--- src/include/idioe_regs.svh ---
// Purpose: register offsets, field positions, codes and reset values of the
//          isolated digital I/O event block.
// Assumes: 32-bit register words at byte addresses, 8-bit address.
// Notes:   definitions only.
`ifndef IDIOE_REGS_SVH
`define IDIOE_REGS_SVH

`define IDIOE_ADDR_W        8
`define IDIOE_DATA_W        32

// register byte offsets
`define IDIOE_OFF_INPUT     8'h00
`define IDIOE_OFF_OUTPUT    8'h04
`define IDIOE_OFF_EVMASK1   8'h08
`define IDIOE_OFF_EVMASK2   8'h0C
`define IDIOE_OFF_CTRL      8'h10
`define IDIOE_OFF_IRQSTAT   8'h14
`define IDIOE_OFF_IRQEN     8'h18
`define IDIOE_OFF_DIAG      8'h1C
`define IDIOE_OFF_CTRSIG    8'h20

// event mask codes, three bits per input
`define IDIOE_CODE_LOW      3'h0
`define IDIOE_CODE_HIGH     3'h1
`define IDIOE_CODE_FALL     3'h2
`define IDIOE_CODE_RISE     3'h3
`define IDIOE_CODE_BOTH     3'h4
`define IDIOE_CODE_UNUSED   3'h7

// control register bits
`define IDIOE_CTRL_P1EN     0
`define IDIOE_CTRL_P1AND    1
`define IDIOE_CTRL_P2EN     2
`define IDIOE_CTRL_WDEN     3
`define IDIOE_CTRL_W        4

// pending / enable bits
`define IDIOE_IRQ_EV1       0
`define IDIOE_IRQ_EV2       1
`define IDIOE_IRQ_CT1       2
`define IDIOE_IRQ_CT2       3
`define IDIOE_IRQ_CT3       4
`define IDIOE_IRQ_WDOG      5
`define IDIOE_IRQ_SUPPLY    6
`define IDIOE_IRQ_FAULT     7
`define IDIOE_NUM_IRQ       8

// reset values
`define IDIOE_OUT_RST       16'h0000
`define IDIOE_MASK1_RST     24'hFF_FFFF
`define IDIOE_MASK2_RST     18'h3_FFFF
`define IDIOE_CTRL_RST      4'h0
`define IDIOE_IRQ_RST       8'h00

`endif

--- src/include/idioe_pkg.sv ---
// Purpose: types shared by the isolated digital I/O event block.
// Assumes: widths from idioe_regs.svh.
// Notes:   carrier structs for bus request, faults, counters and diagnostics.
`include "idioe_regs.svh"

package idioe_pkg;

  typedef struct packed {
    logic [`IDIOE_ADDR_W-1:0] addr;
    logic [`IDIOE_DATA_W-1:0] wdata;
    logic                     wr;
    logic                     rd;
  } idioe_busreq_t;

  typedef struct packed {
    logic [3:0] overTemp;
    logic       shortCircuit;
    logic       supplyLow;
  } idioe_fault_t;

  typedef struct packed {
    logic c1Sig;
    logic c2Sig;
    logic c2Trig;
    logic c2Gate;
    logic c3Sig;
    logic c3Gate;
  } idioe_ctr_t;

  typedef struct packed {
    logic faultDiag;
    logic supplyDiag;
  } idioe_diag_t;

endpackage : idioe_pkg

--- src/hdl/idioe_port_event.sv ---
// Purpose: pattern event detector for one input port.
// Assumes: inCur/inPrev are registered samples one cycle apart.
// Notes:   evPulse is one cycle wide, on the unfulfilled-to-fulfilled step.
`timescale 1ns/1ps
`default_nettype none
`include "idioe_regs.svh"

module idioe_port_event #(
  parameter int N         = 8,
  parameter bit ALLOW_AND = 1'b1
) (
  // clock and reset
  input  wire logic           mclk,
  input  wire logic           resetn,
  // samples and configuration
  input  wire logic [N-1:0]   inCur,
  input  wire logic [N-1:0]   inPrev,
  input  wire logic [3*N-1:0] maskCodes,
  input  wire logic           enable,
  input  wire logic           andMode,
  // result
  output logic                evPulse
);

  if (N < 1 || N > 8) begin : g_chk
    $error("idioe_port_event: N must be 1..8");
  end

  function automatic logic condUsed(input logic [2:0] code);
    condUsed = (code <= `IDIOE_CODE_BOTH);
  endfunction : condUsed

  function automatic logic condHit(input logic [2:0] code, input logic cur, input logic prev);
    case (code)
      `IDIOE_CODE_LOW:  condHit = ~cur;
      `IDIOE_CODE_HIGH: condHit = cur;
      `IDIOE_CODE_FALL: condHit = prev & ~cur;
      `IDIOE_CODE_RISE: condHit = ~prev & cur;
      `IDIOE_CODE_BOTH: condHit = prev ^ cur;
      default:          condHit = 1'b0;
    endcase
  endfunction : condHit

  logic fulfilled;
  logic fulfilledPrev_r;
  logic fulfilledPrev_nxt;
  logic hitAll;
  logic hitAny;
  logic anyUsed;

  always_comb begin
    hitAll  = 1'b1;
    hitAny  = 1'b0;
    anyUsed = 1'b0;
    for (int i = 0; i < N; i++) begin
      if (condUsed(maskCodes[3*i +: 3])) begin
        anyUsed = 1'b1;
        if (condHit(maskCodes[3*i +: 3], inCur[i], inPrev[i])) begin
          hitAny = 1'b1;
        end else begin
          hitAll = 1'b0;
        end
      end
    end
    // port without conjunction support always falls back to disjunction
    if (ALLOW_AND && andMode) begin
      fulfilled = enable & anyUsed & hitAll;
    end else begin
      fulfilled = enable & anyUsed & hitAny;
    end
    fulfilledPrev_nxt = fulfilled;
    evPulse           = fulfilled & ~fulfilledPrev_r;
  end

  always_ff @(posedge mclk or negedge resetn) begin
    if (!resetn) begin
      fulfilledPrev_r <= 1'b0;
    end else begin
      fulfilledPrev_r <= fulfilledPrev_nxt;
    end
  end

endmodule : idioe_port_event

`default_nettype wire

--- src/hdl/idioe_top.sv ---
// Purpose: 16-in / 16-out isolated digital I/O with pattern events,
//          fault shutdown and a single combined interrupt line.
// Assumes: all field inputs already synchronous to mclk; counters live
//          outside and report run-down as one-cycle pulses.
// Notes:
//
// Local design decisions: the address map and the strobed register port.
`timescale 1ns/1ps
`default_nettype none
`include "idioe_regs.svh"

module idioe_top #(
  parameter int NUM_IN  = 16,
  parameter int NUM_OUT = 16
) (
  // clock and reset
  input  wire logic                        mclk,
  input  wire logic                        resetn,
  // register port
  input  wire idioe_pkg::idioe_busreq_t    busReq,
  output logic [`IDIOE_DATA_W-1:0]         rdata,
  // field side
  input  wire logic [NUM_IN-1:0]           din,
  input  wire idioe_pkg::idioe_fault_t     faults,
  output logic [NUM_OUT-1:0]               dout,
  // external counters
  input  wire logic [2:0]                  ctrRunDown,
  output idioe_pkg::idioe_ctr_t            ctrSig,
  // diagnostics and interrupt
  output idioe_pkg::idioe_diag_t           diag,
  output logic                             irq
);

  import idioe_pkg::*;

  if (NUM_IN != 16 || NUM_OUT != 16) begin : g_chk
    $error("idioe_top: pin mapping serves 16 inputs and 16 outputs only");
  end

  localparam int P1_N = 8;
  localparam int P2_N = 6;

  function automatic logic isWrite(input idioe_busreq_t req,
                                   input logic [`IDIOE_ADDR_W-1:0] off);
    isWrite = req.wr && (req.addr == off);
  endfunction : isWrite

  // registered state
  logic [NUM_IN-1:0]         inCur_r;
  logic [NUM_IN-1:0]         inPrev_r;
  logic [NUM_OUT-1:0]        outLatch_r;
  logic [3*P1_N-1:0]         mask1_r;
  logic [3*P2_N-1:0]         mask2_r;
  logic [`IDIOE_CTRL_W-1:0]  ctrl_r;
  logic [`IDIOE_NUM_IRQ-1:0] pend_r;
  logic [`IDIOE_NUM_IRQ-1:0] irqEn_r;
  logic [NUM_OUT-1:0]        dout_r;
  logic                      irq_r;
  idioe_diag_t               diag_r;
  idioe_ctr_t                ctr_r;
  logic [`IDIOE_DATA_W-1:0]  rdata_r;

  // next values
  logic [NUM_IN-1:0]         inCur_nxt;
  logic [NUM_IN-1:0]         inPrev_nxt;
  logic [NUM_OUT-1:0]        outLatch_nxt;
  logic [3*P1_N-1:0]         mask1_nxt;
  logic [3*P2_N-1:0]         mask2_nxt;
  logic [`IDIOE_CTRL_W-1:0]  ctrl_nxt;
  logic [`IDIOE_NUM_IRQ-1:0] pend_nxt;
  logic [`IDIOE_NUM_IRQ-1:0] irqEn_nxt;
  logic [NUM_OUT-1:0]        dout_nxt;
  logic                      irq_nxt;
  idioe_diag_t               diag_nxt;
  idioe_ctr_t                ctr_nxt;
  logic [`IDIOE_DATA_W-1:0]  rdata_nxt;

  // working signals
  logic                      ev1Pulse;
  logic                      ev2Pulse;
  logic                      wdTrip;
  logic                      faultAny;
  logic [`IDIOE_NUM_IRQ-1:0] pendSet;
  logic [`IDIOE_NUM_IRQ-1:0] pendClr;
  logic [NUM_OUT-1:0]        forceOff;

  // port one: inputs 1-8, conjunction allowed
  idioe_port_event #(
    .N         (P1_N),
    .ALLOW_AND (1'b1)
  ) u_port1 (
    .mclk      (mclk),
    .resetn    (resetn),
    .inCur     (inCur_r[7:0]),
    .inPrev    (inPrev_r[7:0]),
    .maskCodes (mask1_r),
    .enable    (ctrl_r[`IDIOE_CTRL_P1EN]),
    .andMode   (ctrl_r[`IDIOE_CTRL_P1AND]),
    .evPulse   (ev1Pulse)
  );

  // port two: inputs 9-14, disjunction only; inputs 15-16 never reach it
  idioe_port_event #(
    .N         (P2_N),
    .ALLOW_AND (1'b0)
  ) u_port2 (
    .mclk      (mclk),
    .resetn    (resetn),
    .inCur     (inCur_r[13:8]),
    .inPrev    (inPrev_r[13:8]),
    .maskCodes (mask2_r),
    .enable    (ctrl_r[`IDIOE_CTRL_P2EN]),
    .andMode   (1'b0),
    .evPulse   (ev2Pulse)
  );

  always_comb begin
    // input sampling runs from reset with no setup needed
    inCur_nxt  = din;
    inPrev_nxt = inCur_r;

    // counter signal routing
    ctr_nxt.c1Sig  = din[13];
    ctr_nxt.c2Sig  = din[9];
    ctr_nxt.c2Trig = din[10];
    ctr_nxt.c2Gate = din[11];
    ctr_nxt.c3Sig  = din[14];
    ctr_nxt.c3Gate = din[15];
  end

  always_ff @(posedge mclk or negedge resetn) begin
    if (!resetn) begin
      inCur_r  <= '0;
      inPrev_r <= '0;
      ctr_r    <= '0;
    end else begin
      inCur_r  <= inCur_nxt;
      inPrev_r <= inPrev_nxt;
      ctr_r    <= ctr_nxt;
    end
  end

  // fault decode shared by the output and interrupt groups
  always_comb begin
    wdTrip   = ctrRunDown[2] & ctrl_r[`IDIOE_CTRL_WDEN];
    faultAny = faults.shortCircuit | (|faults.overTemp);
  end

  // configuration writes
  always_comb begin
    mask1_nxt = mask1_r;
    if (isWrite(busReq, `IDIOE_OFF_EVMASK1)) begin
      mask1_nxt = busReq.wdata[3*P1_N-1:0];
    end
    mask2_nxt = mask2_r;
    if (isWrite(busReq, `IDIOE_OFF_EVMASK2)) begin
      mask2_nxt = busReq.wdata[3*P2_N-1:0];
    end
    ctrl_nxt = ctrl_r;
    if (isWrite(busReq, `IDIOE_OFF_CTRL)) begin
      ctrl_nxt = busReq.wdata[`IDIOE_CTRL_W-1:0];
    end
    irqEn_nxt = irqEn_r;
    if (isWrite(busReq, `IDIOE_OFF_IRQEN)) begin
      irqEn_nxt = busReq.wdata[`IDIOE_NUM_IRQ-1:0];
    end
  end

  always_ff @(posedge mclk or negedge resetn) begin
    if (!resetn) begin
      mask1_r <= `IDIOE_MASK1_RST;
      mask2_r <= `IDIOE_MASK2_RST;
      ctrl_r  <= `IDIOE_CTRL_RST;
      irqEn_r <= `IDIOE_IRQ_RST;
    end else begin
      mask1_r <= mask1_nxt;
      mask2_r <= mask2_nxt;
      ctrl_r  <= ctrl_nxt;
      irqEn_r <= irqEn_nxt;
    end
  end

  // output latch; watchdog clears it so software must switch on again
  always_comb begin
    outLatch_nxt = outLatch_r;
    if (wdTrip) begin
      outLatch_nxt = `IDIOE_OUT_RST;
    end else if (isWrite(busReq, `IDIOE_OFF_OUTPUT)) begin
      outLatch_nxt = busReq.wdata[NUM_OUT-1:0];
    end

    // overheat and supply-low shutdown override the latch but leave it intact for recovery
    forceOff = {{4{faults.overTemp[3]}}, {4{faults.overTemp[2]}},
                {4{faults.overTemp[1]}}, {4{faults.overTemp[0]}}};
    if (faults.supplyLow || wdTrip) begin
      forceOff = {NUM_OUT{1'b1}};
    end
    dout_nxt = outLatch_r & ~forceOff;
  end

  always_ff @(posedge mclk or negedge resetn) begin
    if (!resetn) begin
      outLatch_r <= `IDIOE_OUT_RST;
      dout_r     <= `IDIOE_OUT_RST;
    end else begin
      outLatch_r <= outLatch_nxt;
      dout_r     <= dout_nxt;
    end
  end

  // sticky sources; level faults keep re-setting while present
  always_comb begin
    pendSet                     = '0;
    pendSet[`IDIOE_IRQ_EV1]     = ev1Pulse;
    pendSet[`IDIOE_IRQ_EV2]     = ev2Pulse;
    pendSet[`IDIOE_IRQ_CT1]     = ctrRunDown[0];
    pendSet[`IDIOE_IRQ_CT2]     = ctrRunDown[1];
    pendSet[`IDIOE_IRQ_CT3]     = ctrRunDown[2];
    pendSet[`IDIOE_IRQ_WDOG]    = wdTrip;
    pendSet[`IDIOE_IRQ_SUPPLY]  = faults.supplyLow;
    pendSet[`IDIOE_IRQ_FAULT]   = faultAny;
    pendClr = '0;
    if (isWrite(busReq, `IDIOE_OFF_IRQSTAT)) begin
      pendClr = busReq.wdata[`IDIOE_NUM_IRQ-1:0];
    end
    // set wins over a same-cycle clear
    pend_nxt = (pend_r & ~pendClr) | pendSet;
    irq_nxt  = |(pend_nxt & irqEn_nxt);

    diag_nxt.faultDiag  = faultAny;
    diag_nxt.supplyDiag = faults.supplyLow;
  end

  always_ff @(posedge mclk or negedge resetn) begin
    if (!resetn) begin
      pend_r <= `IDIOE_IRQ_RST;
      irq_r  <= 1'b0;
      diag_r <= '0;
    end else begin
      pend_r <= pend_nxt;
      irq_r  <= irq_nxt;
      diag_r <= diag_nxt;
    end
  end

  // read data valid only in the cycle after the strobe
  always_comb begin
    rdata_nxt = '0;
    if (busReq.rd) begin
      case (busReq.addr)
        `IDIOE_OFF_INPUT:   rdata_nxt[NUM_IN-1:0]         = inCur_r;
        `IDIOE_OFF_OUTPUT:  rdata_nxt[NUM_OUT-1:0]        = outLatch_r;
        `IDIOE_OFF_EVMASK1: rdata_nxt[3*P1_N-1:0]         = mask1_r;
        `IDIOE_OFF_EVMASK2: rdata_nxt[3*P2_N-1:0]         = mask2_r;
        `IDIOE_OFF_CTRL:    rdata_nxt[`IDIOE_CTRL_W-1:0]  = ctrl_r;
        `IDIOE_OFF_IRQSTAT: rdata_nxt[`IDIOE_NUM_IRQ-1:0] = pend_r;
        `IDIOE_OFF_IRQEN:   rdata_nxt[`IDIOE_NUM_IRQ-1:0] = irqEn_r;
        `IDIOE_OFF_DIAG: begin
          rdata_nxt[0]   = diag_r.faultDiag;
          rdata_nxt[1]   = diag_r.supplyDiag;
          rdata_nxt[7:4] = faults.overTemp;
        end
        `IDIOE_OFF_CTRSIG:  rdata_nxt[5:0]                = ctr_r;
        default:            rdata_nxt                     = '0;
      endcase
    end
  end

  always_ff @(posedge mclk or negedge resetn) begin
    if (!resetn) begin
      rdata_r <= '0;
    end else begin
      rdata_r <= rdata_nxt;
    end
  end

  assign rdata  = rdata_r;
  assign dout   = dout_r;
  assign irq    = irq_r;
  assign diag   = diag_r;
  assign ctrSig = ctr_r;

endmodule : idioe_top

`default_nettype wire

--- config.mk ---
export PLATFORM = sky130hd
export DESIGN_NAME = idioe_top
export DESIGN_NICKNAME = d
export VERILOG_FILES = /design/src/include/idioe_pkg.sv /design/src/hdl/idioe_port_event.sv /design/src/hdl/idioe_top.sv
export VERILOG_INCLUDE_DIRS = /design/src /design/src/include
export SDC_FILE = /design/constraint.sdc
export NUM_CORES = 1
export LEC_CHECK = 0
export BUFFER_PORTS_ARGS = -buffer_cell sky130_fd_sc_hd__buf_4
export CAP_MARGIN = 40
export CORE_MARGIN = 3
export CORE_UTILIZATION = 45
export DETAILED_ROUTE_END_ITERATION = 10
export PLACE_DENSITY = 0.77
export SETUP_SLACK_MARGIN = 0.3
export SLEW_MARGIN = 20
export SYNTH_ARGS = -nofsm -noshare
export SYNTH_HDL_FRONTEND = slang
export SYNTH_SLANG_ARGS = --single-unit
export TNS_END_PERCENT = 1
--- constraint.sdc ---
create_clock -name mclk -period 2.9 [get_ports mclk]
set_input_delay 0.145 -clock mclk [delete_from_list [all_inputs] [get_ports mclk]]
set_output_delay 0.145 -clock mclk [all_outputs]
set_load 0.01 [all_outputs]
==> flow_summary.toml <==
[pwr]
leakage_nw = 4.51
p_per_area_nw_per_um2 = 520
p_clk_share_pct = 42.2
fin_total_pwr_w = 0.00510
ir_worst_vdd_v = 0.000453
p_seq_share_pct = 46.4
switching_share_pct = 26.2
combPwrFrac_pct = 11.4
p_sw_w = 0.00134
p_int_w = 0.00376

[drt]
met2_wirelength_mm = 10.4
drc = 0
vias_per_cell = 5.76
top_layer = "met4"
wl_per_cell_um = 20.5
drt_first_pass_iters = 5
routedLengthMet1_mm = 9.12
wirelength_mm = 21.8
route.met3.wl_mm = 1.88
vias = 6120
drt_iter0_markers = 463
ant_nets = 0

[layout]
nNetsFinal = 927
drive_above_1_share_pct = 32.7
diodes = 0
area_delta_synth_final_pct = 26.9
multi_input_area_um2 = 3470
fillers = 1390
seqCellArea_um2 = 3880

[setup_path]
cp-start-kind = "flop"
crit_type = "reg2reg"
critPathCaptureType = "flop"
worstPathArrival_ns = 2.79
critPathMaxFanout = 5
worstPathRequired_ns = 3.19

[sta]
fmax_mhz = 400
finalHoldViolCount = 0
fin_skew_ns = 0.00923
rsz0062_at_grt = "true"
slew_headroom_pct = 56.8
finalSetupViolations = 0
worst-slew-pin-transition_ns = 0.646
drv_slew = 0
period_needed_ns = 2.50
finalSetupTns_ns = 0
post-route-period-util_pct = 86.1

[clocking]
cts_sinks = 153
numCtsBuffers = 17
clk_latency_ns = 0.43
tritoncts = "done"
clockBufferDepth = 2
h-tree-depth = 4
post_cts_buffers = 0
cts_root_buffer = "clkbuf_16"
clk_pin_slew_ns = 0.06

[die]
row_count = 47
fp.dieH_um = 137
core_area_um2 = 16700
dieArea_um2 = 18800
io_pins = 126
die_w_um = 137
initial_core_util_pct = 46.3

[grt]
overflow = 0
grt_pass1_wl_mm = 34.2
grt_pass1_vias = 6235
gr-usage-all-layers_pct = 24.0
grt_max_degree = 73
antenna_found_initial = 0

[synthesis]
yosysTopAreaCell = "dfrtp_1"
netlist_area_um2 = 7730
yosys-top-cells-count = "dfrtp_1, mux2_2, inv_1"
yosys.cell_count.top_type = "dfrtp_1"
synth_edf_count = 0
synth_area_per_cell_um2 = 11.4
yosysTopAreaCellShare_pct = 35.9
synthTopCellsByArea = "dfrtp_1, dfstp_2, mux2_2, ha_1, mux2i_1"
ys_warn_count = 0
synthArstFlopShare_pct = 100
ys.flop_type = "dfrtp_1"
synth.distinct_cells = 73
ys_seq_area_share_pct = 50.2
syn_inst = 676
ys_ff_latch = 153

[worst_hold_path]
hold_class = "in2reg"

[place]
port_buffers = 109
gp_congestion = 0.958
hpwl_mm = 15.9

[run]
drv_cap = 0

[outcome]
status = "completed"
[power by group through the flow]
stage | combinational [W] | sequential, W | clock, W
after floorplan | 0.000300 | 0.00235 | 0
after global placement | 0.000504 | 0.00240 | 0
after detailed placement | 0.000523 | 0.00240 | 0
after CTS | 0.000575 | 0.00236 | 0.00219
after global routing | 0.000642 | 0.00238 | 0.00228
final | 0.000583 | 0.00237 | 0.00215
[per-stage QoR]
stage | instances | area, µm² | hold WS [ns] | util, % | setup slack (ns)
after CTS | 1063 | 9790 | 0.00118 | 58.6 | 0.269
after detailed placement | 987 | 8780 | 0.0638 | 52.6 | 0.259
after global placement | 985 | 8740 | 0.255 | 52.3 | 0.296
final | 1063 | 9810 | 0.0155 | 58.8 | 0.402
after floorplan | 683 | 7760 | -0.151 | - | 0.537
after global routing | 1063 | 9810 | 0.0123 | 58.8 | 0.269
[flip-flops by register name (all words and copies together), names as in the netlist, 2 cells and up]
register and cells:
ctrl_r 4, mask2_r 18, outLatch_r 16, inPrev_r 14, pend_r 8, dout 16
mask1_r 24, irqEn_r 8, inCur_r 15, diag 2, rdata 24
[routing by layer]
layer | global-route usage, % | vias up
met5 | 0 | -
met4 | 7.93 | 0
met3 | 4.93 | 37
met2 | 38.1 | 283
met1 | 33.0 | 3041
li1 | - | 2759
[critical path, stage by stage (launching register included)]
cell and delay, ns:
dfstp_2 0.60, nand4_1 0.10, or4_1 0.54, o41a_1 0.44, a22o_1 0.28, a311oi_2 0.27
o21ai_0 0.14
[area by class of cell]
type / count / share of cell area (%)
clock inverters: 14 / 1.36
clock buffers: 18 / 4.48
well taps: 220 / 2.81
flip-flops and latches: 153 / 39.6
inverters: 43 / 1.64
repair buffers: 173 / 14.8
multi-input cells: 442 / 35.4
[layout by cell type, fill, tap and decap left out, drive strengths merged, types with 9 or more instances in the layout]
| cell type | count |
|---|---|
| dfrtp | 111 |
| nand4 | 10 |
| a22oi | 25 |
| mux2 | 63 |
| a22o | 20 |
| a21oi | 20 |
| dfstp | 42 |
| dlygate4sd3 | 44 |
| buf | 129 |
| inv | 51 |
| nand2 | 35 |
| mux2i | 28 |
| o22ai | 9 |
| nor2 | 34 |
| o21ai | 16 |
| clkbuf | 18 |
| and2 | 21 |
| and3 | 9 |
| ha | 28 |
| nor3 | 11 |
[logic make-up (layout without fill, tap and decap cells)]
logic type	Yosys count	count (layout)	share of synthesized area, %
compound gates	149	149	14.2
xor+xnor	2	2	0.227
fa+ha+maj	28	28	4.53
buf+inv	88	248	5.61
flops	153	153	50.2
mux	91	91	13.3
other cells	1	8	0.0485
simple gates	164	164	11.9
[final timing paths]
kind                       slack, ns                    start             to  cells after the start
setup / recovery                0.40              mask2_r[14]            irq                      6
hold / removal                  0.02                busReq[5]  outLatch_r[3]                      2
setup reg to reg                0.40              mask2_r[14]            irq                      6
hold reg to reg                 0.49  u_port1.fulfilledPrev_r      pend_r[0]                      1
max in group asynchronous       2.01                   resetn     mask2_r[0]                      3
min in group asynchronous       0.18                   resetn      rdata[23]                      2
[repair_timing]
item / 4_1_cts / 5_1_grt
hold buffers: 44 / 0
cloned: 0 / 0
pin swaps: 0 / 2
setup endpoints to repair: 2 / 2
endpoints found under the hold margin: 126 / 0
resized for setup: 1 / 3
(Power assumes the default switching activity.)
